$ cat config.mk
export PLATFORM = sky130hd
export DESIGN_NAME = timer_buffered_compare_pwm
export DESIGN_NICKNAME = d
export VERILOG_FILES = /design/src/tpwm_pkg.sv /design/src/tpwm_prescale.sv /design/src/tpwm_chan.sv /design/src/timer_buffered_compare_pwm.sv
export SDC_FILE = /design/constraint.sdc
export NUM_CORES = 1
export LEC_CHECK = 0
export BUFFER_PORTS_ARGS = -buffer_cell sky130_fd_sc_hd__buf_2
export CORE_MARGIN = 4
export CORE_UTILIZATION = 35
export DETAILED_ROUTE_END_ITERATION = 7
export PLACE_DENSITY = 0.62
export REMOVE_ABC_BUFFERS = 1
export SYNTH_ARGS = -nofsm -noshare
export SYNTH_HDL_FRONTEND = slang
export SYNTH_HIERARCHICAL = 1
export SYNTH_SLANG_ARGS = --single-unit
$ cat constraint.sdc
create_clock -name pclk -period 9.07 [get_ports pclk]
set_clock_uncertainty 0.2 [all_clocks]
set_input_delay 0 -clock pclk [delete_from_list [all_inputs] [get_ports pclk]]
set_output_delay 0 -clock pclk [all_outputs]
set_load 0.005 [all_outputs]
$ cat src/tpwm_pkg.sv
`default_nettype none
// Shared register map, field layout and reset values of the compare/PWM timer.
package tpwm_pkg;
   // Register byte offsets on the APB port.
   localparam logic [7:0] TCTRL_OFS = 8'h00;
   localparam logic [7:0] COUNT_OFS = 8'h04;
   localparam logic [7:0] PERIOD_OFS = 8'h08;
   localparam logic [7:0] C0CTRL_OFS = 8'h0C;
   localparam logic [7:0] C0CMP_OFS = 8'h10;
   localparam logic [7:0] C1CTRL_OFS = 8'h14;
   localparam logic [7:0] C1CMP_OFS = 8'h18;
   localparam logic [7:0] LINK_OFS = 8'h1C;
   // Timer control and status fields.
   localparam int HALT_BIT = 0;
   localparam int CLR_BIT = 1;
   localparam int PS_LSB = 2;
   localparam int TOIE_BIT = 6;
   localparam int TOF_BIT = 7;
   // Channel control and status fields.
   localparam int TOR_BIT = 0;
   localparam int FULL_BIT = 1;
   localparam int ACT_LSB = 2;
   localparam int MODE_LSB = 4;
   localparam int CIE_BIT = 6;
   localparam int CHF_BIT = 7;
   // Field encodings.
   localparam logic [1:0] ACT_TOGGLE = 2'h1;
   localparam logic [1:0] ACT_CLEAR = 2'h2;
   localparam logic [1:0] ACT_SET = 2'h3;
   localparam logic [1:0] MODE_OFF = 2'h0;
   localparam logic [1:0] MODE_UNBUF = 2'h1;
   localparam logic [2:0] PS_LAST = 3'h6;
   // Reset values.
   localparam logic [15:0] PERIOD_RST = 16'hFFFF;
   localparam logic [15:0] COUNT_RST = 16'h0000;
endpackage
`default_nettype wire

$ cat src/tpwm_prescale.sv
`timescale 1ns/1ps
`default_nettype none
// Divides the bus clock by a power of two and issues one-cycle timer ticks.
module tpwm_prescale #(
   parameter int PRE_W = 6
) (
   input wire logic pclk,
   input wire logic presetn,
   input wire logic halt,
   input wire logic clear,
   input wire logic [2:0] sel,
   output logic tick
);
   typedef struct packed {
      logic [PRE_W-1:0] cnt;
   } pre_state_type;

   pre_state_type s_r;
   pre_state_type s_nxt;
   logic [PRE_W-1:0] mask;

   // Low bits of the divider that must all be ones for a tick.
   assign mask = PRE_W'((1 << sel) - 1);
   // Code seven selects no source, so the counter gets no ticks.
   assign tick = !halt && !clear && (sel <= tpwm_pkg::PS_LAST)
                 && ((s_r.cnt & mask) == mask);

   // Free-running divider, cleared together with the timer counter.
   always_comb begin
      s_nxt = s_r;
      if (clear) begin
         s_nxt.cnt = '0;
      end else if (!halt) begin
         s_nxt.cnt = s_r.cnt + PRE_W'(1);
      end
   end

   // Registers the divider state.
   always_ff @(posedge pclk or negedge presetn) begin
      if (!presetn) begin
         s_r <= '0;
      end else begin
         s_r <= s_nxt;
      end
   end
endmodule
`default_nettype wire

$ cat src/tpwm_chan.sv
`timescale 1ns/1ps
`default_nettype none
// Output stage of one compare channel: rollover toggle and compare action.
module tpwm_chan (
   input wire logic pclk,
   input wire logic presetn,
   input wire logic on,
   input wire logic hit,
   input wire logic wrap,
   input wire logic tor,
   input wire logic full,
   input wire logic [1:0] act,
   output logic level
);
   typedef struct packed {
      logic lvl;
   } chan_state_type;

   chan_state_type s_r;
   chan_state_type s_nxt;

   assign level = s_r.lvl;

   // The rollover toggle is applied first so that a compare in the same
   // tick wins; a compare value of zero thus gives a zero-width pulse.
   always_comb begin
      s_nxt = s_r;
      if (on && full && tor) begin
         s_nxt.lvl = (act != tpwm_pkg::ACT_SET);
      end else if (on) begin
         if (wrap && tor) begin
            s_nxt.lvl = !s_nxt.lvl;
         end
         if (hit) begin
            case (act)
               tpwm_pkg::ACT_CLEAR: s_nxt.lvl = 1'b0;
               tpwm_pkg::ACT_SET: s_nxt.lvl = 1'b1;
               tpwm_pkg::ACT_TOGGLE: s_nxt.lvl = !s_nxt.lvl;
               default: s_nxt.lvl = s_nxt.lvl;
            endcase
         end
      end
   end

   // Registers the pin level.
   always_ff @(posedge pclk or negedge presetn) begin
      if (!presetn) begin
         s_r <= '0;
      end else begin
         s_r <= s_nxt;
      end
   end
endmodule
`default_nettype wire

$ cat src/timer_buffered_compare_pwm.sv
// Overview of operation
// - Link-select bit joins channels 0 and 1; output on the channel 0 pin.
// - After linking, channel 0 compare value drives the output first.
// - Channel 1 write while linked takes over only at the next rollover.
// - At each linked rollover, the most recently written pair becomes active.
// - Linked: channel 0 control governs; channel 1 control has no effect.
// - Linked: the channel 1 pin is released for general-purpose use.
// - Writing the active pair takes effect at once, like unbuffered compare.
// - Toggle-on-rollover flips the output at each rollover, setting the period.
// - Pulse width runs from rollover to compare, where the action applies.
// - Limit 255 and prescaler code zero give a 256-clock period.
// - In a 256-count period, compare 128 gives 50 percent duty.
// - Buffered width update changes the pulse only from the next period.
// - Unsynchronised unbuffered writes may miss compares for one period.
// - Compare request ends the pulse; rollover request ends the period.
// - Mode field 0:1 is unbuffered compare, 1:0 buffered compare.
// - Action field 1:0 clears on compare, 1:1 sets on compare.
// - Channel 0 upper mode bit overrides the lower mode bit.
// - Without rollover toggle, compares hold the level: zero duty.
// - Counter reaching the limit sets the rollover flag and restarts at zero.
// - A compare match sets the channel flag and may request an interrupt.
// - Full-duty force with rollover toggle holds the output at full duty.
//
// Design decisions made here: register access over APB and the register offsets.
`timescale 1ns/1ps
`default_nettype none
module timer_buffered_compare_pwm (
   input wire logic pclk,
   input wire logic presetn,
   input wire logic [7:0] paddr,
   input wire logic psel,
   input wire logic penable,
   input wire logic pwrite,
   input wire logic [31:0] pwdata,
   output logic [31:0] prdata,
   output logic pready,
   output logic pslverr,
   output logic chan0_pin_o,
   output logic chan0_pin_oe,
   output logic chan1_pin_o,
   output logic chan1_pin_oe,
   output logic rollover_irq,
   output logic chan0_irq,
   output logic chan1_irq
);
   ////////////////////////////////////////////////////////////////////////
   typedef struct packed {
      logic [15:0] count;
      logic [15:0] period;
      logic halt;
      logic [2:0] ps;
      logic toie;
      logic rollover_flag;
      logic [7:0] c0ctrl;
      logic [7:0] c1ctrl;
      logic [15:0] cmp0;
      logic [15:0] cmp1;
      logic active;
      logic last_wr;
      logic [31:0] rdata;
      logic rerr;
   } state_type;

   localparam state_type STATE_RST = '{
      count: tpwm_pkg::COUNT_RST,
      period: tpwm_pkg::PERIOD_RST,
      halt: 1'b1,
      default: '0
   };

   state_type s_r;
   state_type s_nxt;
   logic setup;
   logic wr;
   logic link;
   logic [1:0] mode0;
   logic [1:0] mode1;
   logic on0;
   logic on1;
   logic clr;
   logic tick;
   logic wrap;
   logic [15:0] cnt_step;
   logic [15:0] cmp_act;
   logic hit0;
   logic hit1;
   logic lvl0;
   logic lvl1;
   logic pending;

   ////////////////////////////////////////////////////////////////////////
   // APB phases; the slave answers with no wait states.
   assign setup = psel && !penable;
   assign pready = psel && penable;
   assign wr = pready && pwrite;
   assign prdata = s_r.rdata;
   assign pslverr = s_r.rerr;

   // Mode decode of both channels.
   assign mode0 = s_r.c0ctrl[tpwm_pkg::MODE_LSB +: 2];
   assign mode1 = s_r.c1ctrl[tpwm_pkg::MODE_LSB +: 2];
   assign link = mode0[1];
   assign on0 = (mode0 != tpwm_pkg::MODE_OFF);
   assign on1 = !link && (mode1 != tpwm_pkg::MODE_OFF);

   // A set reset bit clears both counter and prescaler in that cycle.
   assign clr = wr && (paddr == tpwm_pkg::TCTRL_OFS)
                && pwdata[tpwm_pkg::CLR_BIT];

   assign wrap = tick && (s_r.count == s_r.period);
   assign cnt_step = wrap ? 16'h0000 : s_r.count + 16'h0001;

   assign cmp_act = (link && s_r.active) ? s_r.cmp1 : s_r.cmp0;

   // Compares fire on the tick at which the counter takes the value.
   // match ends the pulse
   assign hit0 = tick && on0 && (cnt_step == cmp_act);
   assign hit1 = tick && on1 && (cnt_step == s_r.cmp1);

   assign pending = s_r.last_wr ^ s_r.active;

   ////////////////////////////////////////////////////////////////////////
   // prescaler code zero ticks every clock
   tpwm_prescale #(
      .PRE_W(6)
   ) u_pre (
      .pclk(pclk),
      .presetn(presetn),
      .halt(s_r.halt),
      .clear(clr),
      .sel(s_r.ps),
      .tick(tick)
   );

   // Channel 0 stage, also the linked buffered output.
   tpwm_chan u_ch0 (
      .pclk(pclk),
      .presetn(presetn),
      .on(on0),
      .hit(hit0),
      .wrap(wrap),
      .tor(s_r.c0ctrl[tpwm_pkg::TOR_BIT]),
      .full(s_r.c0ctrl[tpwm_pkg::FULL_BIT]),
      .act(s_r.c0ctrl[tpwm_pkg::ACT_LSB +: 2]),
      .level(lvl0)
   );

   // Channel 1 stage, idle while linked.
   tpwm_chan u_ch1 (
      .pclk(pclk),
      .presetn(presetn),
      .on(on1),
      .hit(hit1),
      .wrap(wrap),
      .tor(s_r.c1ctrl[tpwm_pkg::TOR_BIT]),
      .full(s_r.c1ctrl[tpwm_pkg::FULL_BIT]),
      .act(s_r.c1ctrl[tpwm_pkg::ACT_LSB +: 2]),
      .level(lvl1)
   );

   ////////////////////////////////////////////////////////////////////////
   // Pins and interrupt requests.
   assign chan0_pin_o = lvl0;
   assign chan0_pin_oe = on0;
   assign chan1_pin_o = lvl1;
   assign chan1_pin_oe = on1;
   assign rollover_irq = s_r.rollover_flag && s_r.toie;
   assign chan0_irq = s_r.c0ctrl[tpwm_pkg::CHF_BIT]
                      && s_r.c0ctrl[tpwm_pkg::CIE_BIT];
   assign chan1_irq = !link && s_r.c1ctrl[tpwm_pkg::CHF_BIT]
                      && s_r.c1ctrl[tpwm_pkg::CIE_BIT];

   ////////////////////////////////////////////////////////////////////////
   // Next state: counter, pair pointer, bus reads and writes, event flags.
   always_comb begin
      s_nxt = s_r;
      if (clr) begin
         s_nxt.count = 16'h0000;
      end else if (tick) begin
         s_nxt.count = cnt_step;
      end
      if (!link) begin
         s_nxt.active = 1'b0;
         s_nxt.last_wr = 1'b0;
      end else if (wrap) begin
         s_nxt.active = s_r.last_wr;
      end
      // Read data and error are captured in the setup cycle.
      if (setup) begin
         s_nxt.rdata = 32'h0000_0000;
         s_nxt.rerr = 1'b0;
         if (paddr == tpwm_pkg::TCTRL_OFS) begin
            s_nxt.rdata[tpwm_pkg::HALT_BIT] = s_r.halt;
            s_nxt.rdata[tpwm_pkg::PS_LSB +: 3] = s_r.ps;
            s_nxt.rdata[tpwm_pkg::TOIE_BIT] = s_r.toie;
            s_nxt.rdata[tpwm_pkg::TOF_BIT] = s_r.rollover_flag;
         end else if (paddr == tpwm_pkg::COUNT_OFS) begin
            s_nxt.rdata[15:0] = s_r.count;
         end else if (paddr == tpwm_pkg::PERIOD_OFS) begin
            s_nxt.rdata[15:0] = s_r.period;
         end else if (paddr == tpwm_pkg::C0CTRL_OFS) begin
            s_nxt.rdata[7:0] = s_r.c0ctrl;
         end else if (paddr == tpwm_pkg::C0CMP_OFS) begin
            s_nxt.rdata[15:0] = s_r.cmp0;
         end else if (paddr == tpwm_pkg::C1CTRL_OFS) begin
            s_nxt.rdata[7:0] = s_r.c1ctrl;
         end else if (paddr == tpwm_pkg::C1CMP_OFS) begin
            s_nxt.rdata[15:0] = s_r.cmp1;
         end else if (paddr == tpwm_pkg::LINK_OFS) begin
            s_nxt.rdata[1:0] = {pending, s_r.active};
         end else begin
            s_nxt.rerr = 1'b1;
         end
      end
      // Writes take effect in the access cycle; flags clear on a written 0.
      if (wr) begin
         if (paddr == tpwm_pkg::TCTRL_OFS) begin
            s_nxt.halt = pwdata[tpwm_pkg::HALT_BIT];
            s_nxt.ps = pwdata[tpwm_pkg::PS_LSB +: 3];
            s_nxt.toie = pwdata[tpwm_pkg::TOIE_BIT];
            if (!pwdata[tpwm_pkg::TOF_BIT]) begin
               s_nxt.rollover_flag = 1'b0;
            end
         end else if (paddr == tpwm_pkg::PERIOD_OFS) begin
            s_nxt.period = pwdata[15:0];
         end else if (paddr == tpwm_pkg::C0CTRL_OFS) begin
            s_nxt.c0ctrl[6:0] = pwdata[6:0];
            if (!pwdata[tpwm_pkg::CHF_BIT]) begin
               s_nxt.c0ctrl[tpwm_pkg::CHF_BIT] = 1'b0;
            end
         end else if (paddr == tpwm_pkg::C0CMP_OFS) begin
            s_nxt.cmp0 = pwdata[15:0];
            if (link) begin
               s_nxt.last_wr = 1'b0;
            end
         end else if (paddr == tpwm_pkg::C1CTRL_OFS) begin
            s_nxt.c1ctrl[6:0] = pwdata[6:0];
            if (!pwdata[tpwm_pkg::CHF_BIT]) begin
               s_nxt.c1ctrl[tpwm_pkg::CHF_BIT] = 1'b0;
            end
         end else if (paddr == tpwm_pkg::C1CMP_OFS) begin
            s_nxt.cmp1 = pwdata[15:0];
            if (link) begin
               s_nxt.last_wr = 1'b1;
            end
         end
      end
      if (wrap) begin
         s_nxt.rollover_flag = 1'b1;
      end
      if (hit0) begin
         s_nxt.c0ctrl[tpwm_pkg::CHF_BIT] = 1'b1;
      end
      if (hit1) begin
         s_nxt.c1ctrl[tpwm_pkg::CHF_BIT] = 1'b1;
      end
   end

   // Registers the whole state.
   always_ff @(posedge pclk or negedge presetn) begin
      if (!presetn) begin
         s_r <= STATE_RST;
      end else begin
         s_r <= s_nxt;
      end
   end

   logic tor0;
   logic full0;
   logic [1:0] act0;
   assign tor0 = s_r.c0ctrl[tpwm_pkg::TOR_BIT];
   assign full0 = s_r.c0ctrl[tpwm_pkg::FULL_BIT];
   assign act0 = s_r.c0ctrl[tpwm_pkg::ACT_LSB +: 2];
endmodule
`default_nettype wire

Word level (Yosys, flattened, before mapping) --
Cells that the tools add are included.
Operators by class: shift operators 1, mux-type cells 72, add/subtract/negate cells 3, order comparisons 1, bitwise logic cells 7, reductions and logical operators 54, equal/unequal tests 30
Operators with widths (count):
- $mux W16 | 11
- $mux W48 | 2
- $mux W8 | 8
- $mux W49 | 1
- $eq A16 B16 Y1 | 3
- $mux W1 | 40
- $mux W40 | 1
- $eq A8 B5 Y1 const B | 4
- $logic_and A1 B1 Y1 | 25
- $reduce_bool A2 Y1 | 11
- $add A16 B1 Y16 const B | 1
- $eq A8 B4 Y1 const B | 2
- $ne A2 B2 Y1 const B | 8
- $mux W14 | 1
- $reduce_and A7 Y1 | 2
- $mux W6 | 2
- $ne A2 B1 Y1 const B | 5
- $reduce_and A5 Y1 | 2
- $eq A2 B2 Y1 const B | 4
- $eq A8 B3 Y1 const B | 1
- $logic_not A1 Y1 | 8
- $logic_not A8 Y1 | 1
- $add A6 B1 Y6 const B | 1
- $and A6 B6 Y6 | 1
- other kinds (14) | 23
Storage, ports and cells: register bits 113, output and inout bits 41, word-level logic and storage cells 187, bits of input ports 45

Depth between registers and ports, before layout --
depth in word-level cells 18, depth in mapped cells 20, gate-level depth less buffers 16

Modules after synthesis --
The synthesis kept the hierarchy.
Modules (own cells, without submodules):
- timer_buffered_compare_pwm | times used 1, cells an instance 682, area an instance 6747.7 µm², seq. area each 2648.8 µm²
- tpwm_prescale | times used 1, cells an instance 33, area an instance 327.8 µm², seq. area each 150.1 µm²
- tpwm_chan | times used 2, cells an instance 15, area an instance 126.4 µm², seq. area each 25.0 µm²

Least setup slack after synthesis --
OpenSTA, ideal clock, no wires.
path type input to register, start input port paddr[6], end register u_ch0.s_r, in the netlist u_ch0/level, buffers on the path 3, setup time 0.120 ns, stages on the path 18, path slack 5.070 ns, required time 8.750 ns, data arrival time 3.680 ns, cells stage by stage nor4_1 -> nand2_1 -> nor4_2 -> and3_1 -> buf_2 -> buf_2 -> or3_1 -> a221oi_2 -> clkbuf_1 -> nand3_2 -> nor2_2 -> or4_1 -> a22oi_1 -> and4b_1 -> nand2_1 -> o32ai_2 -> a41oi_1 -> and3_1
On the way: elaborated cells on any way between the ends 21, classes of those cells eq/ne (1); mux (8); reduce/logical (12)
RTL lines:
- start: declaration | line timer_buffered_compare_pwm.sv:30 | input wire logic [7:0] paddr,
- $logic_not A8 Y1 (*) | line timer_buffered_compare_pwm.sv:107 | assign clr = wr && (paddr == tpwm_pkg::TCTRL_OFS)
- $logic_and A1 B1 Y1 (*) | line timer_buffered_compare_pwm.sv:107
- $logic_and A1 B1 Y1 (*) | line timer_buffered_compare_pwm.sv:108 | && pwdata[tpwm_pkg::CLR_BIT];
- net clr | line timer_buffered_compare_pwm.sv:80 | logic clr;
- $logic_not A1 Y1 (*) | line tpwm_prescale.sv:25 | assign tick = !halt && !clear && (sel <= tpwm_pkg::PS_LAST)
- $logic_and A1 B1 Y1 (*) (2 in a row) | line tpwm_prescale.sv:25
- $logic_and A1 B1 Y1 (*) | line tpwm_prescale.sv:26 | && ((s_r.cnt & mask) == mask);
- net tick | line timer_buffered_compare_pwm.sv:81 | logic tick;
- $logic_and A1 B1 Y1 | line timer_buffered_compare_pwm.sv:110 | assign wrap = tick && (s_r.count == s_r.period);
- $mux W16 | line timer_buffered_compare_pwm.sv:111 | assign cnt_step = wrap ? 16'h0000 : s_r.count + 16'h0001;
- $eq A16 B16 Y1 | line timer_buffered_compare_pwm.sv:117 | assign hit0 = tick && on0 && (cnt_step == cmp_act);
- $logic_and A1 B1 Y1 (*) | line timer_buffered_compare_pwm.sv:117
- net hit0 | line timer_buffered_compare_pwm.sv:85 | logic hit0;
- $mux W1 (*) | line tpwm_chan.sv:34 | if (hit) begin
- $mux W1 (*) | line tpwm_chan.sv:30 | end else if (on) begin
- $mux W1 (*) | line tpwm_chan.sv:28 | if (on && full && tor) begin
- end signal: assignment | line tpwm_chan.sv:50 | s_r <= s_nxt;
- end: declaration | line tpwm_chan.sv:19 | chan_state_type s_r;
Mark *: on every way through the listed nets, which the timed path passes. The rest lies on a longest branch. The select of a mux whose other input is x is not followed. A chain may end at the register's enable or synchronous reset.

Final worst setup path --
start input port paddr[0], end register u_ch1.s_r, in the netlist u_ch1/level
On the way: elaborated cells on any way between the ends 21, classes of those cells eq/ne (1); mux (8); reduce/logical (12)
RTL lines:
- $logic_not A8 Y1 (*) | line timer_buffered_compare_pwm.sv:107
- $logic_and A1 B1 Y1 (*) | line timer_buffered_compare_pwm.sv:107
- $logic_and A1 B1 Y1 (*) | line timer_buffered_compare_pwm.sv:108
- $logic_not A1 Y1 (*) | line tpwm_prescale.sv:25
- $logic_and A1 B1 Y1 (*) (2 in a row) | line tpwm_prescale.sv:25
- $logic_and A1 B1 Y1 (*) | line tpwm_prescale.sv:26
- net tick | line timer_buffered_compare_pwm.sv:81
- $logic_and A1 B1 Y1 | line timer_buffered_compare_pwm.sv:110
- $mux W16 | line timer_buffered_compare_pwm.sv:111
- $eq A16 B16 Y1 | line timer_buffered_compare_pwm.sv:118 | assign hit1 = tick && on1 && (cnt_step == s_r.cmp1);
- $logic_and A1 B1 Y1 (*) | line timer_buffered_compare_pwm.sv:118
- net hit1 | line timer_buffered_compare_pwm.sv:86 | logic hit1;
- $mux W1 (*) | line tpwm_chan.sv:34
- $mux W1 (*) | line tpwm_chan.sv:30
- $mux W1 (*) | line tpwm_chan.sv:28
- end signal: assignment | line tpwm_chan.sv:50
- end: declaration | line tpwm_chan.sv:19
Marks and branches as above.

==> flow_metrics.tcl <==
set metrics [dict create \
    combPwrFrac 0.259 \
    yosys.area.top_type "dfrtp_1" \
    ys.warnings.count 6 \
    switching_share 0.342 \
    cts_buffers 17 \
    cp_slowest_stage_delay_ns 0.70 \
    leakagePower_nw 3.66 \
    finalCritPeriodShare 0.624 \
    drc_errors 0 \
    antennaDiodeCount 0 \
    die-area_sq_um 23300 \
    via_count 5902 \
    antenna_found_initial 0 \
    max_slew_margin 0.299 \
    grt.overflow.total 0 \
    grt_start_max_net_pins 74 \
    dp_hpwl_um 14300 \
    ff2ff_setup_slack_ns 4.59 \
    drive_above_1_share 0.264 \
    syn_avg_cell_area_sq_um 9.84 \
    synthCells 745 \
    netlist-cell-type-count 93 \
    synthToLayoutAreaGrowth_pct 14.7 \
    totalWireLength_um 20600 \
    nets 830 \
    cp-start-kind "input pin" \
    cts_root_buf "clkbuf_16" \
    hold_end "s_r[82]$_DFFE_PN0P_" \
    r2r_cells 15 \
    yosys_register_bits 113 \
    fmax_mhz 177 \
    worst-path-buf-inv 4 \
    end_kind "flop" \
    critPathTopFamily "simple AND/OR/NAND/NOR gates" \
    initial_core_util 0.359 \
    dieWidth_um 153 \
    cts.path.max_buffers 2 \
    p_per_area_nw_per_um2 228 \
    synthTopCellsByCount "96 x dfrtp_1, 72 x mux2_2, 59 x nand2_1, 49 x nor2_1, 36 x buf_4" \
    cts.sinks 113 \
    internal_power_mw 1.26 \
    die_height_um 153 \
    period_needed_ns 5.66 \
    crit_type "in2reg" \
    synth_most_common_cell "dfrtp_1" \
    switchingPower_uw 655 \
    gp_congestion 0.891 \
    async_flop_share 1.00 \
    r2r-end "u_ch1/level$_DFFE_PN0P_" \
    synthesis.area_sq_um 7330 \
    drv_cap 0 \
    ios 86 \
    clkPwrFrac 0.373 \
    fin_setup_tns_ns 0 \
    p_total_mw 1.91 \
    io_buffers 53 \
    cts_setup_buffers 0 \
    ant_nets 0 \
    setup_viol 0 \
    required_ns 9.19 \
    grt_first_pass_wirelength_um 32600 \
    core_area_sq_um 20400 \
    drv_slew 0 \
    r2r-start "s_r[87]$_DFFE_PN0P_" \
    min_path_cells 4 \
    synthTopCellsByArea "dfrtp_1 33%, mux2_2 11%, dfstp_2 6.1%, buf_4 3.7%, xnor2_1 3.2%" \
    clk_latency_ns 0.42 \
    htree_levels 4 \
    grt_pass1_vias 5618 \
    ir_drop_mv 0.154 \
    synth_edf_count 0 \
    tightest_slew_ns 1.05 \
    tritoncts "done" \
    drt_iter0_markers 543 \
    synth_top_flop_cell "dfrtp_1" \
    worstPathArrival_ns 5.78 \
    crit_chain "dlygate4sd3_1 > buf_2 > nor4_1 > dlygate4sd3_1 > nand2_1 > nor4_2 > and3_1 > or3_1 > a221oi_2 > buf_4 > nand3_2 > or2_1 > nand4_1 > a21oi_1 > a2bb2oi_1 > and2_1 > nand2_1 > o32ai_2 > a41oi_1 > and3_1" \
    num_rows 52 \
    status "complete, no violations" \
    path_clk_slew_ns 0.06 \
    min_from "paddr[2]" \
    seq_area_frac_synth 0.389 \
    viasPerCell 5.54 \
    track_usage 0.176 \
    cts_resized 0 \
    crit_slowest_cell "nor4_2" \
    first_pass_iters 5 \
    hp-class "in2reg" \
    hold_viol 0 \
    power_frac_seq 0.367 \
    wl_per_cell_um 19.3 \
    rsz0062_at_grt "no" \
    crit_fanout 18 \
    synth_top_area_frac 0.328 \
]
[how the worst max path moves through the flow]
| stage | start | to | cells after the start |
|---|---|---|---|
| 3_3_place_gp | paddr[6] | u_ch1/level$_DFFE_PN0P_ | 18 |
| 2_1_floorplan | paddr[6] | u_ch1/level$_DFFE_PN0P_ | 16 |
| 3_5_place_dp | paddr[6] | u_ch1/level$_DFFE_PN0P_ | 18 |
| 5_1_grt | paddr[0] | u_ch1/level$_DFFE_PN0P_ | 20 |
| 6_report | paddr[0] | u_ch1/level$_DFFE_PN0P_ | 20 |
| 4_1_cts | paddr[0] | u_ch1/level$_DFFE_PN0P_ | 20 |
[tightest hold or removal path, cell delays in order]
cell and delay (ns):
buf_2 0.17, nand3_1 0.15, o31a_1 0.16, a31o_1 0.12
[power groups by stage]
stage | registers, mW | clock network (mW) | logic (mW)
2_1_floorplan | 0.665 | 0 | 0.365
3_3_place_gp | 0.707 | 0 | 0.474
3_5_place_dp | 0.708 | 0 | 0.481
4_1_cts | 0.701 | 0.723 | 0.493
5_1_grt | 0.715 | 0.747 | 0.553
6_report | 0.703 | 0.715 | 0.497
[area by class of cell]
cell class                 count  area (sq um)
fill                        2016         12000
multi-input combinational    552          3970
sequential                   113          2850
timing repair buffer          83           566
clock buffer                  21           470
tap                          270           338
clock inverter                10           158
inverter                      16          60.1
[cells in the final DEF, fill, tap and decap left out, types with 24 or more instances in the layout]
cell type,n
a21oi_1,26
buf_2,52
dfrtp_1,96
dlygate4sd3_1,24
mux2_2,72
nand2_1,59
nor2_1,49
o21ai_0,34
xnor2_1,27
[cell families after synthesis]
kind of cell / Yosys count / share of synthesized area
xor gates and xnor gates: 51 / 0.0630
AOI/OAI and AO/OA: 151 / 0.147
other: 1 / 0.000512
and+or+nand+nor: 238 / 0.179
adders and majority gates: 2 / 0.00341
muxes: 94 / 0.141
DFF: 113 / 0.389
buffers and inverters: 95 / 0.0779
[registers in the layout (all words and copies together) (netlist names)]
name and flops:
u_ch1/level 1, pslverr 1, u_ch0/level 1, s_r 81, full0 1, u_pre/s_r 6
link 1, prdata 16, act0 2, mode0 1, mode1 2
[stage by stage]
step                      area (sq um)  instances   util  hold slack, ns  worst slack [ns]
after global routing              8410       1065  0.411          0.0483              3.05
final                             8410       1065  0.411          0.0216              3.41
after global placement            7520       1009  0.368          -0.172              4.02
after detailed placement          7520       1009  0.368          -0.168              4.01
after CTS                         8410       1065  0.411          0.0116              3.52
after floorplan                   6870        681      -          -0.496              5.00
[timing repair]
action	CTS	global route
hold buffers	25	0
endpoints found under the hold margin	126	0
endpoints found under the setup margin	0	0
[layer usage]
metal | wire length [um] | vias up | GRT usage
li1 | - | 2753 | -
met5 | 0 | - | 0
met3 | 1040 | 29 | 0.0321
met4 | 410 | 0 | 0.0556
met2 | 9840 | 193 | 0.287
met1 | 9290 | 2927 | 0.239
Power figures use the tool's default switching activity.
